## config.mk

```make
export PLATFORM = sky130hd
export DESIGN_NAME = dpt_timer
export DESIGN_NICKNAME = d
export VERILOG_FILES = /design/src/dpt_pkg.sv /design/src/dpt_tick_gen.sv /design/src/dpt_timer.sv
export SDC_FILE = /design/constraint.sdc
export NUM_CORES = 1
export LEC_CHECK = 0
export BUFFER_PORTS_ARGS = -buffer_cell sky130_fd_sc_hd__buf_2
export CORE_ASPECT_RATIO = 0.6
export CORE_UTILIZATION = 52
export DETAILED_ROUTE_END_ITERATION = 7
export GPL_ROUTABILITY_DRIVEN = 1
export PLACE_DENSITY = 0.82
export SLEW_MARGIN = 20
export SYNTH_ARGS = -nofsm -noshare
export SYNTH_HDL_FRONTEND = slang
export SYNTH_HIERARCHICAL = 1
export SYNTH_SLANG_ARGS = --single-unit
```

## constraint.sdc

```tcl
create_clock -name clk -period 2.9 [get_ports clk]
set_input_delay 0.29 -clock clk [delete_from_list [all_inputs] [get_ports clk]]
set_output_delay 0.29 -clock clk [all_outputs]
set_load 0.05 [all_outputs]
```

## src/dpt_pkg.sv

```systemverilog
// Purpose: Shared constants and types for the dual phase PWM interval timer
// Assumes: One 100 MHz system clock; timer clocks arrive as tick pulses
// Notes:   All counts and codes used by more than one file live here
package dpt_pkg;
	localparam int          DPT_CNT_W       = 16;       // Counter and reload width
	localparam int          DPT_FDIV_W      = 2;        // Fast divider field width
	localparam int          DPT_PRE_W       = 3;        // Fast prescale counter width
	localparam int          DPT_DEC_W       = 4;        // Divide-by-ten counter width
	localparam logic [15:0] DPT_RELOAD_RST  = 16'h0000; // Reload reset value
	localparam logic [15:0] DPT_CNT_ZERO    = 16'h0000; // Counter empty value
	localparam logic [15:0] DPT_CNT_ONE     = 16'h0001; // Decrement step
	localparam logic [3:0]  DPT_DEC_LAST    = 4'h9;     // Tenth tick of ten
	localparam logic [3:0]  DPT_DEC_ONE     = 4'h1;     // Decade step
	localparam logic [3:0]  DPT_DEC_RST     = 4'h0;     // Decade reset value
	localparam logic [2:0]  DPT_PRE_ONE     = 3'h1;     // Prescale step
	localparam logic [2:0]  DPT_PRE_RST     = 3'h0;     // Prescale reset value

	// Fast clock divider codes: 16, 8, 4 or 2 MHz from the 16 MHz tick
	typedef enum logic [1:0] {
		DPT_FDIV_1 = 2'h0,
		DPT_FDIV_2 = 2'h1,
		DPT_FDIV_4 = 2'h2,
		DPT_FDIV_8 = 2'h3
	} dpt_fdiv_type;

	// Configuration bits steering the clocking and output shape
	typedef struct packed {
		logic         clock_source_select;   // 0 slow clock, 1 fast clocks
		logic         fast_clock_gate;       // Gate for the fast clocks
		dpt_fdiv_type fast_clock_divider;    // Fast clock divide code
		logic         interval_div10_select; // Interval counter divided by ten
		logic         pwm_burst_select;      // Clock burst during high phase
	} dpt_cfg_type;

	// One reload write: strobe plus data
	typedef struct packed {
		logic                 wr;   // One-cycle write strobe
		logic [DPT_CNT_W-1:0] data; // Value written
	} dpt_wr_type;
endpackage : dpt_pkg

```

## src/dpt_tick_gen.sv

```systemverilog
// Purpose: Produce the timer tick and the interval counter tick
// Assumes: Tick inputs are one-cycle pulses synchronous to clk
// Notes:   Counters clear while disabled and hold while frozen so ticks stay aligned
`timescale 1ns/1ps
`default_nettype none
module dpt_tick_gen
	import dpt_pkg::*;
(
	input  wire logic              clk,           // System clock
	input  wire logic              rst_n,         // Async reset, active low
	input  wire logic              run,           // Timer enabled; freeze comes on hold
	input  wire logic              hold,          // Freeze: keep counts
	input  wire logic              fast_tick_in,  // 16 MHz tick
	input  wire logic              slow_tick_in,  // 32 kHz tick
	input  wire dpt_pkg::dpt_cfg_type cfg,        // Clock configuration
	output logic                   timer_tick,    // Selected timer clock
	output logic                   interval_tick  // Interval counter clock
);
	import dpt_pkg::*;

	logic [DPT_PRE_W-1:0] pre_reg;   // Fast prescale count
	logic [DPT_DEC_W-1:0] dec_reg;   // Divide-by-ten count
	logic [DPT_PRE_W-1:0] pre_mask;  // Count pattern marking a divided tick
	logic                 fast_on;   // Fast clock path selected and gated

	// Fast path needs both the select and the gate; slow needs no gate
	assign fast_on = cfg.clock_source_select & cfg.fast_clock_gate; // [RULE2]

	// Mask of the prescale bits that must all be set
	always_comb begin
		unique case (cfg.fast_clock_divider)
			DPT_FDIV_1: pre_mask = 3'h0;
			DPT_FDIV_2: pre_mask = 3'h1;
			DPT_FDIV_4: pre_mask = 3'h3;
			DPT_FDIV_8: pre_mask = 3'h7;
		endcase
	end

	// Select stops the clock if the fast path is chosen but not gated
	assign timer_tick = cfg.clock_source_select ?
		(fast_on & fast_tick_in & ((pre_reg & pre_mask) == pre_mask)) :
		slow_tick_in; // [RULE2]

	// Divide-by-ten only feeds the interval counter
	assign interval_tick = cfg.interval_div10_select ?
		(timer_tick & (dec_reg == DPT_DEC_LAST)) : timer_tick; // [RULE3]

	// Prescaler on the fast tick
	always_ff @(posedge clk or negedge rst_n) begin
		if (!rst_n) begin
			pre_reg <= DPT_PRE_RST;
		end else if (!run) begin
			pre_reg <= DPT_PRE_RST;
		end else if (fast_on && fast_tick_in && !hold) begin
			pre_reg <= pre_reg + DPT_PRE_ONE;
		end
	end

	// Decade counter on the timer tick
	always_ff @(posedge clk or negedge rst_n) begin
		if (!rst_n) begin
			dec_reg <= DPT_DEC_RST;
		end else if (!run) begin
			dec_reg <= DPT_DEC_RST;
		end else if (timer_tick && !hold) begin
			dec_reg <= (dec_reg == DPT_DEC_LAST) ? DPT_DEC_RST : dec_reg + DPT_DEC_ONE; // [RULE3]
		end
	end
endmodule : dpt_tick_gen
`default_nettype wire

```

## src/dpt_timer.sv

```systemverilog
// Purpose: Dual phase PWM generator with a separate interval interrupt timer
// Assumes: Timer clocks arrive as tick pulses synchronous to clk
// Notes:   Reload registers and the freeze flag survive disable; everything else resets
// What this block does
// RULE1: Counters and reloads are 16 bits, reset zero
// RULE2: Clock from 16/8/4/2 MHz or 32 kHz
// RULE3: Divide-by-ten option applies to interval counter only
// RULE4: Run raises interrupt and loads both counters
// RULE5: Phase counter at zero toggles phase, reloads
// RULE6: True output high in high phase; inverse complements
// RULE7: Burst mode outputs timer clock halved when high
// RULE8: Interval holds zero; interrupt at low-phase end
// RULE9: At interrupt reload counters and both shadows
// RULE10: Reload writes reach shadows only at cycle end
// RULE11: Start-up state gives an immediate interrupt
// RULE12: Disabled timer resets all except reload registers and the freeze flag
// RULE13: Interval readback returns live interval counter
// RULE14: Phase readbacks return live phase counter
// RULE15: Freeze stops counting until freeze cleared
// RULE16: Period is high plus low reloads plus two
// RULE17: Interrupt interval is interval reload plus one
// RULE18: Software: interval timing uses zero phase reloads
// RULE19: Software: long timing uses 65535 high reload
// RULE20: Software: slow clock needs divider field zero
// RULE21: Each interrupt is a single-cycle pulse
`timescale 1ns/1ps
`default_nettype none
module dpt_timer
	import dpt_pkg::*;
#(
	parameter int CNT_W = dpt_pkg::DPT_CNT_W  // Counter width
)
(
	input  wire logic                 clk,                 // 100 MHz system clock
	input  wire logic                 rst_n,               // Async reset, active low
	input  wire logic                 timer_run,           // Enable, level
	input  wire dpt_pkg::dpt_cfg_type cfg,                 // Clock and output config
	input  wire logic                 fast_tick_in,        // 16 MHz tick pulse
	input  wire logic                 slow_tick_in,        // 32 kHz tick pulse
	input  wire dpt_pkg::dpt_wr_type  high_phase_wr,       // High phase reload write
	input  wire dpt_pkg::dpt_wr_type  low_phase_wr,        // Low phase reload write
	input  wire dpt_pkg::dpt_wr_type  interval_wr,         // Interval reload write
	input  wire logic                 freeze_set,          // Freeze set pulse
	input  wire logic                 freeze_clear,        // Freeze clear pulse
	output logic                      freeze_timer,        // Freeze state
	output logic [CNT_W-1:0]          interval_read_data,  // Live interval counter
	output logic [CNT_W-1:0]          phase_read_data,     // Live phase counter
	output logic                      pwm_true_out,        // PWM output
	output logic                      pwm_inverted_out,    // Inverted PWM output
	output logic                      timer_interrupt      // Interrupt pulse
);
	import dpt_pkg::*;

	// Reload registers: kept through disable
	logic [CNT_W-1:0] high_phase_reload;  // High phase reload
	logic [CNT_W-1:0] low_phase_reload;   // Low phase reload
	logic [CNT_W-1:0] interval_reload;    // Interval reload
	// Working state: reset while disabled, except the freeze flag
	logic [CNT_W-1:0] phase_counter_reg;  // Phase counter
	logic [CNT_W-1:0] interval_cnt_reg;   // Interval counter
	logic [CNT_W-1:0] high_shadow_reg;    // High phase shadow
	logic [CNT_W-1:0] low_shadow_reg;     // Low phase shadow
	logic             phase_select_reg;   // 1 while counting low phase
	logic             started_reg;        // Start load done
	logic             burst_reg;          // Halved timer clock for bursts
	logic             irq_reg;            // Interrupt pulse
	logic             pwm_reg;            // Registered PWM level
	logic             freeze_reg;         // Freeze flag
	// Decoded events
	logic             timer_tick;         // Selected timer clock tick
	logic             interval_tick;      // Interval counter tick
	logic             step;               // Tick that may move the counters
	logic             start_ev;           // First load after enable
	logic             phase_zero;         // Phase counter empty
	logic             interval_zero;      // Interval counter empty
	logic             wrap_ev;            // End of a full cycle
	logic             pwm_next;           // Next PWM level

	// Tick source: prescaler, gate and divide-by-ten
	dpt_tick_gen u_tick (
		.clk           (clk),
		.rst_n         (rst_n),
		.run           (timer_run),
		.hold          (freeze_reg),
		.fast_tick_in  (fast_tick_in),
		.slow_tick_in  (slow_tick_in),
		.cfg           (cfg),
		.timer_tick    (timer_tick),
		.interval_tick (interval_tick)
	);

	// Event decode; freeze blocks the counter step and the start load
	assign step          = timer_tick & timer_run & started_reg & ~freeze_reg; // [RULE15]
	assign start_ev      = timer_run & ~started_reg & ~freeze_reg;
	assign phase_zero    = (phase_counter_reg == DPT_CNT_ZERO);
	assign interval_zero = (interval_cnt_reg == DPT_CNT_ZERO);
	// Cycle ends only at low-phase zero with interval already empty
	assign wrap_ev = step & phase_zero & phase_select_reg & interval_zero; // [RULE8]

	// Reload registers accept writes at any time, even while disabled
	always_ff @(posedge clk or negedge rst_n) begin
		if (!rst_n) begin
			high_phase_reload <= DPT_RELOAD_RST; // [RULE1]
			low_phase_reload  <= DPT_RELOAD_RST;
			interval_reload   <= DPT_RELOAD_RST;
		end else begin
			if (high_phase_wr.wr) begin
				high_phase_reload <= high_phase_wr.data; // [RULE10]
			end
			if (low_phase_wr.wr) begin
				low_phase_reload <= low_phase_wr.data;
			end
			if (interval_wr.wr) begin
				interval_reload <= interval_wr.data;
			end
		end
	end

	// Freeze flag: a set in the same cycle as a clear wins
	always_ff @(posedge clk or negedge rst_n) begin
		if (!rst_n) begin
			freeze_reg <= 1'b0;
		end else if (freeze_set) begin
			freeze_reg <= 1'b1; // [RULE15]
		end else if (freeze_clear) begin
			freeze_reg <= 1'b0;
		end
	end

	// Start marker; dropping the enable rearms the start load
	always_ff @(posedge clk or negedge rst_n) begin
		if (!rst_n) begin
			started_reg <= 1'b0;
		end else if (!timer_run) begin
			started_reg <= 1'b0; // [RULE12]
		end else if (start_ev) begin
			started_reg <= 1'b1;
		end
	end

	// Phase counter and phase select
	always_ff @(posedge clk or negedge rst_n) begin
		if (!rst_n) begin
			phase_counter_reg <= DPT_CNT_ZERO; // [RULE1]
			phase_select_reg  <= 1'b1;
		end else if (!timer_run) begin
			// Zero counter in low phase makes start look like a cycle end
			phase_counter_reg <= DPT_CNT_ZERO; // [RULE12] [RULE11]
			phase_select_reg  <= 1'b1;
		end else if (start_ev || wrap_ev) begin
			phase_counter_reg <= high_phase_reload; // [RULE4] [RULE9]
			phase_select_reg  <= 1'b0;
		end else if (step) begin
			if (!phase_zero) begin
				phase_counter_reg <= phase_counter_reg - DPT_CNT_ONE; // [RULE16]
			end else if (!phase_select_reg) begin
				phase_counter_reg <= low_shadow_reg; // [RULE5]
				phase_select_reg  <= 1'b1;
			end else begin
				// Low phase over but interval still running: another high phase
				phase_counter_reg <= high_shadow_reg; // [RULE5]
				phase_select_reg  <= 1'b0;
			end
		end
	end

	// Interval counter: holds at zero until the cycle end
	always_ff @(posedge clk or negedge rst_n) begin
		if (!rst_n) begin
			interval_cnt_reg <= DPT_CNT_ZERO; // [RULE1]
		end else if (!timer_run) begin
			interval_cnt_reg <= DPT_CNT_ZERO; // [RULE12]
		end else if (start_ev || wrap_ev) begin
			interval_cnt_reg <= interval_reload; // [RULE4] [RULE9] [RULE17]
		end else if (step && interval_tick && !interval_zero) begin
			interval_cnt_reg <= interval_cnt_reg - DPT_CNT_ONE; // [RULE8] [RULE3]
		end
	end

	// Shadows copy the reloads only at start or cycle end
	always_ff @(posedge clk or negedge rst_n) begin
		if (!rst_n) begin
			high_shadow_reg <= DPT_CNT_ZERO;
			low_shadow_reg  <= DPT_CNT_ZERO;
		end else if (!timer_run) begin
			high_shadow_reg <= DPT_CNT_ZERO; // [RULE12]
			low_shadow_reg  <= DPT_CNT_ZERO;
		end else if (start_ev || wrap_ev) begin
			high_shadow_reg <= high_phase_reload; // [RULE10] [RULE9]
			low_shadow_reg  <= low_phase_reload;
		end
	end

	// Burst clock: timer tick halved, 50% duty
	always_ff @(posedge clk or negedge rst_n) begin
		if (!rst_n) begin
			burst_reg <= 1'b0;
		end else if (!timer_run) begin
			burst_reg <= 1'b0; // [RULE12]
		end else if (timer_tick && !freeze_reg) begin
			burst_reg <= ~burst_reg; // [RULE7]
		end
	end

	// Next PWM level from the phase about to be counted
	always_comb begin
		pwm_next = 1'b0;
		if (timer_run) begin
			if (start_ev || wrap_ev) begin
				// Burst opens on the level the burst flop takes at this edge,
				// otherwise the first high clock would repeat and skew the duty
				pwm_next = 1'b1; // [RULE6]
				if (cfg.pwm_burst_select) begin
					pwm_next = timer_tick ? ~burst_reg : burst_reg; // [RULE7]
				end
			end else if (step && phase_zero) begin
				pwm_next = phase_select_reg & (cfg.pwm_burst_select ? ~burst_reg : 1'b1);
			end else if (!phase_select_reg && started_reg) begin
				// Burst toggles on each tick; steady high otherwise
				if (cfg.pwm_burst_select) begin
					pwm_next = (timer_tick && !freeze_reg) ? ~burst_reg : burst_reg; // [RULE7]
				end else begin
					pwm_next = 1'b1;
				end
			end
		end
	end

	// PWM level register; outputs come from this flop
	always_ff @(posedge clk or negedge rst_n) begin
		if (!rst_n) begin
			pwm_reg <= 1'b0;
		end else begin
			pwm_reg <= pwm_next; // [RULE6] [RULE12]
		end
	end

	// Interrupt pulse: one cycle at start and at each cycle end
	always_ff @(posedge clk or negedge rst_n) begin
		if (!rst_n) begin
			irq_reg <= 1'b0;
		end else begin
			irq_reg <= start_ev | wrap_ev; // [RULE4] [RULE8] [RULE11] [RULE21]
		end
	end

	// Outputs; readbacks show live counters, never the reloads
	assign pwm_true_out       = pwm_reg;
	assign pwm_inverted_out   = ~pwm_reg;            // [RULE6]
	assign timer_interrupt    = irq_reg;
	assign freeze_timer       = freeze_reg;
	assign interval_read_data = interval_cnt_reg;    // [RULE13]
	assign phase_read_data    = phase_counter_reg;   // [RULE14]

	// Enable from reset state gives an interrupt next cycle
	property p_start_irq;
		@(posedge clk) disable iff (!rst_n)
		(timer_run && !started_reg && !freeze_reg) |=> timer_interrupt;
	endproperty
	a_start_irq: assert property (p_start_irq) // [RULE4] [RULE11]
		else $error("no interrupt on timer start");

	// Complement holds every cycle
	property p_inverse;
		@(posedge clk) disable iff (!rst_n)
		pwm_inverted_out == !pwm_true_out;
	endproperty
	a_inverse: assert property (p_inverse) // [RULE6]
		else $error("inverted output not the complement");

	// Disabled timer clears its working state
	property p_disabled;
		@(posedge clk) disable iff (!rst_n)
		!timer_run |=> (phase_read_data == DPT_CNT_ZERO) && (interval_read_data == DPT_CNT_ZERO)
			&& !pwm_true_out && !timer_interrupt;
	endproperty
	a_disabled: assert property (p_disabled) // [RULE12]
		else $error("disabled timer not in reset state");

	// Frozen timer keeps both counters
	property p_freeze;
		@(posedge clk) disable iff (!rst_n)
		(freeze_reg && timer_run) |=> $stable(phase_counter_reg) && $stable(interval_cnt_reg);
	endproperty
	a_freeze: assert property (p_freeze) // [RULE15]
		else $error("counter moved while frozen");

	// End of high phase switches to the low shadow
	property p_toggle;
		@(posedge clk) disable iff (!rst_n)
		(timer_run && step && phase_zero && !phase_select_reg)
			|=> phase_select_reg && (phase_counter_reg == $past(low_shadow_reg));
	endproperty
	a_toggle: assert property (p_toggle) // [RULE5]
		else $error("phase did not switch to low value");

	// Cycle end reloads and interrupts
	property p_wrap;
		@(posedge clk) disable iff (!rst_n)
		(timer_run && wrap_ev) |=> timer_interrupt && !phase_select_reg
			&& (interval_cnt_reg == $past(interval_reload))
			&& (phase_counter_reg == $past(high_phase_reload))
			&& (low_shadow_reg == $past(low_phase_reload));
	endproperty
	a_wrap: assert property (p_wrap) // [RULE8] [RULE9]
		else $error("cycle end did not reload");

	// Shadows stay put inside a running cycle
	property p_shadow;
		@(posedge clk) disable iff (!rst_n)
		(timer_run && started_reg && !wrap_ev)
			|=> $stable(high_shadow_reg) && $stable(low_shadow_reg);
	endproperty
	a_shadow: assert property (p_shadow) // [RULE10]
		else $error("shadow changed mid cycle");

	// Empty interval counter stays empty until the cycle end
	property p_interval_hold;
		@(posedge clk) disable iff (!rst_n)
		(timer_run && started_reg && interval_zero && !wrap_ev) |=> interval_zero;
	endproperty
	a_interval_hold: assert property (p_interval_hold) // [RULE8]
		else $error("interval counter left zero");

	// Interrupt never lasts two cycles
	property p_irq_pulse;
		@(posedge clk) disable iff (!rst_n)
		timer_interrupt |=> !timer_interrupt;
	endproperty
	a_irq_pulse: assert property (p_irq_pulse) // [RULE21]
		else $error("interrupt longer than one cycle");

	// Low phase drives the output low
	property p_low_phase;
		@(posedge clk) disable iff (!rst_n)
		(timer_run && started_reg && phase_select_reg && !step) |=> !pwm_true_out;
	endproperty
	a_low_phase: assert property (p_low_phase) // [RULE6]
		else $error("output high during low phase");

	// Burst level follows the halved tick through the high phase
	property p_burst;
		@(posedge clk) disable iff (!rst_n)
		(cfg.pwm_burst_select && (wrap_ev || (step && !phase_select_reg && !phase_zero)))
			|=> (pwm_true_out == burst_reg);
	endproperty
	a_burst: assert property (p_burst) // [RULE7]
		else $error("burst level off the halved tick");
endmodule : dpt_timer
`default_nettype wire

```

Word level (Yosys, flattened, before mapping):

Index checks and enable logic that the tools add are counted.

* flip-flop bits (word level): 125
* logic and storage cells: 105

* add/subtract/negate cells: 4
* equal/unequal tests: 12
* multiplexer cells: 39
* bitwise operators: 19
* reduce and logical (&&, ||, !) cells: 16

Operators with widths (count)
* two-way mux 16 bit: 12
* logical NOT 16 bit: 2
* subtractor 16 x 1 -> 16 bit (second input constant): 2
* two-way mux 1 bit: 21
* AND 1 bit: 13
* two-way mux 4 bit: 3
* case mux 3 bit (4 select lines): 1
* inequality test 3 x 1 -> 1 bit (second input constant): 3
* inequality test 2 x 1 -> 1 bit (second input constant): 4
* logical AND 1 bit: 7
* two-way mux 3 bit: 2
* adder 4 x 1 -> 4 bit (second input constant): 1
* == test 2 bit (second input constant): 2
* == test 4 bit (second input constant): 1
* NOT 1 bit: 4
* adder 3 x 1 -> 3 bit (second input constant): 1
* AND 3 bit: 1
* == test 3 bit: 1
* logical NOT 1 bit: 3
* == test 2 x 1 -> 1 bit (second input constant): 1
* logical NOT 2 bit: 1
* AND reduction 2 bit: 1
* nonzero test 2 bit: 1
* logical OR 1 bit: 1
* bitwise OR 1 bit: 1

Longest topological paths before layout:

Gate-level depths: netlist (run 1).

* depth after elaboration: 15
* mapped depth: 12

By module:

Netlist (run 1), hierarchy kept.

Modules (own cells, without submodules)
* dpt_timer: times used 1, cells each 555, area each 5977.0 um2, sequential area each 2954.1 um2
* dpt_tick_gen: times used 1, cells each 51, area each 466.7 um2, sequential area each 175.2 um2

Least setup slack after synthesis (run 1):

Ideal clock, no wire load.

* kind: flip-flop to flip-flop
* start: register phase_counter_reg[7] (netlist: phase_read_data[7])
* end: register low_shadow_reg[10]
* arrival time: 2.783 ns
* required time: 2.764 ns
* slack: -0.019 ns
* stages on the path, launching flop included: 9
* period minus slack after synthesis: 2.919 ns
* path through: dfrtp_1 -> or4_4 -> or4b_1 -> buf_2 -> or4_4 -> buf_6 -> buf_6 -> nand3_2 -> a21oi_1

* longest elaborated chain between the ends: 6

RTL lines
* start: declaration: line dpt_timer.sv:59 `logic [CNT_W-1:0] phase_counter_reg;`
* start signal: assignment: line dpt_timer.sv:151 `phase_counter_reg <= high_phase_reload;`
* start signal: assignment: line dpt_timer.sv:155 `phase_counter_reg <= phase_counter_reg - DPT_CNT_ONE;`
* start signal: assignment: line dpt_timer.sv:157 `phase_counter_reg <= low_shadow_reg;`
* logical NOT 16 bit: line dpt_timer.sv:95 `assign phase_zero = (phase_counter_reg == DPT_CNT_ZERO);`
* AND 1 bit (3 in a row): line dpt_timer.sv:98 `assign wrap_ev = step & phase_zero & phase_select_reg & interval_zero;`
* logical OR 1 bit: line dpt_timer.sv:188 `end else if (start_ev || wrap_ev) begin`
* inequality test 2 x 1 -> 1 bit (no line)
* end signal: assignment: line dpt_timer.sv:190 `low_shadow_reg <= low_phase_reload;`
* end: declaration: line dpt_timer.sv:62 `logic [CNT_W-1:0] low_shadow_reg;`

No other way between the ends.
A chain may end at the register's enable or synchronous reset.

Worst setup path after layout (run 1):

* start: register phase_counter_reg[7] (netlist: phase_read_data[7])
* end: register interval_cnt_reg[7] (netlist: interval_read_data[7])

* longest elaborated chain between the ends: 7
* elaborated cells on any way between the ends: 8
* those cells by class: eq/ne: 1; mux: 2; bitwise: 3; reduce/logical: 2

RTL lines
* logical NOT 16 bit (*): line dpt_timer.sv:95
* AND 1 bit (*) (3 in a row): line dpt_timer.sv:98
* logical OR 1 bit (*): line dpt_timer.sv:173 `end else if (start_ev || wrap_ev) begin`
* two-way mux 16 bit: line dpt_timer.sv:173
* two-way mux 16 bit: line dpt_timer.sv:171 `end else if (!timer_run) begin`
* end signal: assignment: line dpt_timer.sv:174 `interval_cnt_reg <= interval_reload;`
* end signal: assignment: line dpt_timer.sv:176 `interval_cnt_reg <= interval_cnt_reg - DPT_CNT_ONE;`
* end: declaration: line dpt_timer.sv:60 `logic [CNT_W-1:0] interval_cnt_reg;`

Mark *: on every way between the ends. The rest lies on a longest branch, timed or not.

==> run summary, run 1 <==
The flow ran to the end, and the final reports show no timing, DRC or antenna violations. Yosys mapped a number of flops with a built-in enable equal to 0. The power density over cell area is 693 mW/mm2.

The gate count of the mapped netlist came out at 606. The count of different cell masters after synthesis is 64. Once the floorplan was initialized, standard cells occupied 53.4% of the core. The number of design-rule violations left by the first detailed-router iteration is 658.

The detailed-route vias per instance came out at 6.09. The routability-driven placement congestion ratio came out at 1.02. In this run the biggest area consumer among cell types represents 48.2% of the synthesized area. The worst setup path is captured at a register. The floorplan step defined a die boundary enclosing 0.0129 mm2.

Clock tree synthesis inserted a total of 17 buffers. The first global-routing pass estimated 28.1 mm of wire. The worst pin sits at a relative slew slack of 52.7%. The area added between synthesis and finish is 21.7%. Traced cell by cell, the critical path runs through or4_4 > or4b_4 > nor4_4 > nor2_2 > inv_1 > buf_4 > a221o_1. Sequential elements use 48.6% of the synthesized area. The count of TritonRoute iterations in the first routing pass came out at 5.

Of the available clock period, the critical path in the final layout requires 95.3%. In this run the vertical extent of the chip is 88.2 um. The post-synth net total is 677. Of the cells placed in the final design, the portion with a size suffix greater than 1 is ~34%.

In the global route stage, overall resource usage came out at 29.0%. The clock tree from TritonCTS is built. The leakage power figure came out at 3.53 nW. The largest total area in the synthesized netlist belongs to dfrtp_1. The master cell of the clock root buffer is clkbuf_16. The peak per-stage delay on the critical path is 0.60 ns. The worst setup path is launched from a register. The count of vias placed by the detailed router came out at between 5000 and 6000.

The commonest cells after synthesis are dfrtp_1 (124), mux2_2 (53), a21oi_1 (51), nand2_1 (41), o21ai_0 (40). The clock-pin slew reported for the worst setup and hold paths after clock tree synthesis came out at 0.06 ns. The async set-or-reset flop fraction in the synthesized netlist is 100%.

Setup violations remaining at the end of the flow were counted as 0. The number of buffers on the longest clock path came out at 2. The number of global-route vias before repair came out at 5236. Derived from the worst setup path, the maximum achievable clock frequency is 362 MHz. The min-delay analysis places its worst path in the category input pin to register. The maximum number of pins on one net before global-route repair is 58.

The number of warnings reported in the yosys synthesis log came out at 6. The slack of the worst reg-to-reg path is 0.14 ns. In the post-synthesis netlist, the cell with the most instances is dfrtp_1. Each instance of the synthesized netlist takes up on average between 10 and 15 um2. The final count of pins violating max slew is 0. For the pin with the worst max-slew slack, the measured transition is 0.703 ns. In the routed design, unresolved DRC markers number 0. The final net count came out at 786. The number of buffers inserted by port buffering came out at 99. The data arrival time at the worst-slack endpoint came out at 3.11 ns. For this design, the slowest cell found on the critical path is or4b_4.

Setup repair after global routing left no endpoint under its margin. The maximum ir drop on the vdd rail is 0.485 mV. The clock drives between 100 and 150 sinks. The final layout contains routed wiring with a total length of around 18 mm. The maximum level of the CTS H-tree came out at 4. The core footprint is 0.0121 mm2.

The number of antenna violations at the first check in global routing is 1. The overall overflow remaining after global route is 0. The tool flagged a number of max-cap violations equal to 0.

The critical path in this run is classified as register to register. By area the synthesized netlist is led by dfrtp_1 (48%), mux2_2 (9.3%), a21oi_1 (4.0%). The netlist area before placement came out at 0.00644 mm2. The insertion delay to the later sink of the worst-skew pair came out at ~0.42 ns. The diode insertion count for antenna repair is 0. The count of final hold-check violations came out at 0. For this design the top-level I/O count stands at 100. Detailed placement finished with a half-perimeter wire length of 12.5 mm. The maximum clock skew at final layout is 0.00632 ns. For the worst setup path, the data required time is 3.25 ns. The detail-routed net length per standard cell came out at 19.9 um.

From left edge to right edge, the die measures 146 um. Overall power consumption after layout is estimated at 5.44 mW. Row generation in the floorplan step produced 31 rows. In the final timing run, aggregate negative setup slack is 0 ns. The flip-flop and latch count after synthesis came out at 125. The post-detailed-route count of antenna-violating nets is 0. Along the worst path, the maximum fanout reaches 10. The most frequently used flop master after synthesis is dfrtp_1. The minimum clock period after layout came out at 2.76 ns.
-- per-layer routing --
metal	share of wire, %	GRT usage [%]	vias to the layer above
met1	44	41.8	2646
met3	13	10.1	23
met4	1.1	9.00	0
met2	42	41.0	325
met5	0	0	-
li1	-	-	2440
-- critical path: cells and delay by family, from the launching register on --
family / cells / cell delay, ns
compound gates: 1 / 0.17
buf+inv: 2 / 0.47
simple gates: 4 / 1.65
flops: 1 / 0.40
-- path summary, 6_finish.rpt --
kind                                          from                    end  depth (start not counted)
worst max-delay path            phase_read_data[7]  interval_read_data[7]                          7
max in group asynchronous                    rst_n       phase_select_reg                          3
worst min-delay path                    freeze_set           freeze_timer                          2
min in group asynchronous                    rst_n     interval_reload[4]                          2
worst max register to register  phase_read_data[7]  interval_read_data[7]                          7
worst min register to register  interval_reload[9]  interval_read_data[9]                          1
-- cell usage in the layout (no fill, tap or decap), types with 19 or more instances in the layout --
cell type,synthesis,final
a21oi_1,51,51
buf_2,3,98
buf_4,1,27
dfrtp_1,124,122
inv_1,19,19
mux2_2,53,53
mux2i_1,21,21
nand2_1,41,41
nand3_1,21,21
nand3_2,20,20
nor2_1,19,19
o21ai_0,40,39
-- where the power goes --
group          switching (mW)  internal [mW]
sequential              0.122           1.88
combinational           0.814          0.456
clock                   0.770           1.39
-- cell families (layout without fill, tap and decap cells) --
| family | count (synthesis) | in the layout | synth area share (%) |
|---|---|---|---|
| adders and majority gates | 7 | 7 | 1.36 |
| and+or+nand+nor | 173 | 173 | 16.1 |
| buffers and inverters | 58 | 180 | 3.96 |
| DFF | 125 | 125 | 48.6 |
| AOI/OAI and AO/OA | 147 | 147 | 14.3 |
| xor gates and xnor gates | 17 | 17 | 2.31 |
| muxes | 79 | 79 | 13.4 |
-- metrics by stage --
step                      hold slack [ns]  worst slack, ns  utilization, %  cell area [um2]  cells
after floorplan                  -0.00559           0.0450               -             6450    606
after global placement              0.321            0.156            59.8             7220    859
after detailed placement            0.332           0.0871            59.8             7220    859
after CTS                          0.0444           0.0464            64.9             7830    892
after global routing               0.0581           0.0537            65.0             7840    893
final                              0.0560            0.137            65.0             7840    893
-- final cells by class --
cell class | count | area, um2
Timing Repair Buffer | 129 | 763
Tap cell | 165 | 206
Clock buffer | 21 | 460
Fill cell | 957 | 4220
Multi-Input combinational cell | 423 | 3070
Sequential cell | 125 | 3130
Clock inverter | 11 | 141
Inverter | 19 | 71.3
-- repair_timing --
action                                  4_1_cts  5_1_grt
endpoints found under the setup margin        0        8
buffers inserted                              0        1
hold buffers                                  1        0
resized for setup                             0        2
hold endpoints to repair                     43        0
(Power assumes the default switching activity.)
==> run 2: changes to the inputs <==
BUFFER_PORTS_ARGS = -buffer_cell sky130_fd_sc_hd__clkbuf_2   (was -buffer_cell sky130_fd_sc_hd__buf_2)
CORE_ASPECT_RATIO = unset   (was 0.6)
==> run summary, run 2 (synthesis gave the netlist of run 1 again) <==
The all-layer global routing usage was 28.3% (-0.74 points). The post-CTS repair timing setup buffer count came out at 0 (unchanged). The final cycle utilization of the critical path was 96.3% (+1.0 points).

The insertion delay to the later sink of the worst-skew pair is 0.42 ns (about the same). The hold slack is 0.0746 ns (+0.0185 ns). The share of cells above drive strength 1 is 34.1% (+0.32 points). The post-detailed-route DRC marker count is 0 (unchanged). The share of power burned in the clock network is 38.7% (-1.0 points). The detail-routed net length per standard cell came out at 19.1 um (-4.4%).

The signal on the critical path passes through or4_4 > or4b_1 > buf_4 > nor4_4 > buf_4 > o21ai_0 > a21oi_1. The aggregate routed wire length is 17.1 mm (-3.9%). Broken down by cell family, the worst path's largest delay share belongs to simple AND/OR/NAND/NOR gates. The buffering stage count on the worst path with inverters included came out at 2 (unchanged). The clock sink total is 125 (unchanged).

The final net count is 788 (+0.25%). The power density over cell area came out at 669 mW/mm2 (-3.4%). The x dimension of the die came out at 113 um (-22%). The sum of net half-perimeters after detailed placement came to 12.0 mm (-4.0%). The vertical extent of the die is 113 um (+28%). The fraction of power spent switching nets is 32.7% (+1.4 points).

The proportion of power drawn by combinational gates is 23.1% (-0.3 points). The launch point of the worst path is phase_read_data[7]. The worst setup path is launched from a register. The master cell of the clock root buffer is clkbuf_16. The run finished with clean final reports. The placed instance count is 865 (+0.70%). The measured slew at the worst slew-check pin is 0.720 ns (+0.0176 ns). The clock-pin slew reported for the worst setup and hold paths after clock tree synthesis was 0.06 ns (about the same). TritonCTS built the clock tree. The portion of total power attributed to sequential cells came to 38.2% (+1.3 points).

The upper clock frequency limit came to 358 MHz (-1.0%). The number of buffers created by CTS was 17 (unchanged). The number of design-rule violations left by the first detailed-router iteration came out at 493 (-25%). The number of global-route vias before repair is 5311 (+1.4%).

The layout filler cell count was 933 (-2.5%). The routability-driven placement congestion ratio is 0.888 (-13%). The worst register-to-register path begins at phase_read_data[7]. Setup repair after global routing left no endpoint under its margin.

The maximum number of pins on one net before global-route repair is 51 (-12%). The reg-to-reg critical path endpoint is high_shadow_reg[4]. The minimum clock period after layout came out at 2.79 ns (+0.0290 ns). The slack of the worst reg-to-reg path came to 0.11 ns (-0.03 ns). The setup TNS after final layout came out at 0 ns (unchanged). The remaining max-slew budget at the tightest pin came out at 51.7% (-0.94 points). Counting stages on the worst path, the most repeated cell is buf_4.

The end-of-flow core utilization came out at 64.9% (-0.16 points). The worst setup path is captured at a register. The number of primary I/O pins was 100 (unchanged).

The final count of pins violating max slew came out at 0 (unchanged). The path class of the tightest hold or removal check is input pin to register. The die footprint came out at 0.0128 mm2 (-0.12%). The data required time of the critical path is 3.23 ns (-0.02 ns). The worst setup path is of the register to register kind. The maximum level of the CTS H-tree is 4 (unchanged). The filler-free cell count of the finished design came out at 898 (+0.56%). The data arrival time at the worst-slack endpoint is 3.12 ns (about the same).

The number of buffers on the longest clock path is 2 (unchanged). The max-capacitance violation count is 0 (unchanged). The library cell used most frequently in the layout, excluding fill and tap cells, is dfrtp_1. The diode insertion count for antenna repair is 0 (unchanged). The maximum clock skew at final layout came out at 0.00959 ns (+0.00326 ns). The design internal power is 3.52 mW (-5.6%). The number of stages on the worst setup path is 7 (unchanged).

The first-pass GRT wire length was 28.0 mm (-0.30%). The placement row count came to 40 (+29%). The critical path ends at high_shadow_reg[4]. The number of antenna violations at the first check in global routing is 0 (-1). The count of TritonRoute iterations in the first routing pass came out at 5 (unchanged). The count of vias placed by the detailed router is 5349 (-1.6%). The peak per-stage delay on the critical path came out at 0.59 ns (about the same). The overall overflow remaining after global route is 0 (unchanged). The number of buffers inserted by port buffering was 99 (unchanged). The largest fanout on the critical path is 10 (unchanged). The detailed-route vias per instance is 5.96 (-2.1%). The maximum ir drop on the vdd rail came out at 0.320 mV (-34%). The post-detailed-route count of antenna-violating nets is 0 (unchanged). The number of cell instances on the worst register-to-register path came out at 7 (unchanged). The setup-violating endpoint count in the final report is 0 (unchanged). The switching power summed over all nets is 1.71 mW (+0.55%). The area added between synthesis and finish is 21.4%. In the layout the commonest cells are dfrtp_1 (122), clkbuf_2 (98), mux2_2 (53).

The count of final hold-check violations came out at 0 (unchanged). The slowest stage of the critical path is the or4b_1 cell. The leakage power figure is 3.52 nW (-0.44%). The starting density of the core is 53.4% (about the same). The core footprint is 0.0121 mm2 (about the same).
## run 2: cell count changes in the layout (fill, tap and decap cells not counted), sizes merged
cell,before,now
buf,128,32
clkbuf,21,116
inv,19,24
bufinv,3,1
clkinv,5,6
clkinvlp,3,2
## run 2: area by class of cell
class | count | area, um2 | share of cell area, %
sequential | 125 | 3130 | 40.0
multi-input combinational | 423 | 3060 | 39.2
timing repair buffer | 131 | 782 | 10.0
clock buffer | 18 | 429 | 5.49
tap | 168 | 210 | 2.69
clock inverter | 14 | 134 | 1.71
inverter | 19 | 71.3 | 0.912
## run 2: power by group through the flow
stage               logic [mW]  clock network (mW)  registers (mW)
floorplan                0.650                   0            2.17
global placement          1.16                   0            2.02
detailed placement        1.18                   0            2.03
CTS                       1.19                2.04            2.00
global route              1.31                2.12            2.02
finish                    1.21                2.03            2.00
## run 2: metal layers
| metal | part of all wire (%) | vias up | GRT usage [%] | wire length [um] |
|---|---|---|---|---|
| li1 | - | 2450 | - | - |
| met5 | 0 | - | 0 | 0 |
| met3 | 5.9 | 30 | 5.36 | 1020 |
| met1 | 45 | 2663 | 39.8 | 7740 |
| met4 | 1.6 | 0 | 8.60 | 269 |
| met2 | 47 | 206 | 44.5 | 8100 |
## run 2: repair_timing
action / CTS / global route
endpoints found under the setup margin: 0 / 6
hold buffers: 1 / 0
endpoints found under the hold margin: 36 / 0
gates resized for setup: 0 / 2
## run 2: how the worst min path moves through the flow
stage | cells past startpoint | startpoint | slack [ns] | to
3_3_place_gp | 1 | rst_n | 0.31 | phase_read_data[9]
3_5_place_dp | 1 | rst_n | 0.32 | phase_read_data[3]
2_1_floorplan | 0 | rst_n | -0.006 | burst_reg
4_1_cts | 2 | freeze_set | 0.07 | freeze_timer
6_report | 2 | freeze_set | 0.07 | freeze_timer
5_1_grt | 2 | freeze_set | 0.09 | freeze_timer
## run 2: stage by stage
stage,setup WS (ns),power [mW],instance area [um2]
final,0.108,5.24,7820
after global routing,0.0315,5.45,7820
after CTS,0.0925,5.24,7820
after detailed placement,0.113,3.21,7250
after global placement,0.171,3.18,7250
after floorplan,0.0450,2.82,6450
## run 2: worst register-to-register path: stages, from the launching register on
cell,delay [ns]
dfrtp_2,0.40
or4_4,0.56
or4b_1,0.59
buf_4,0.19
nor4_4,0.25
buf_4,0.22
o21ai_0,0.23
a21oi_1,0.25
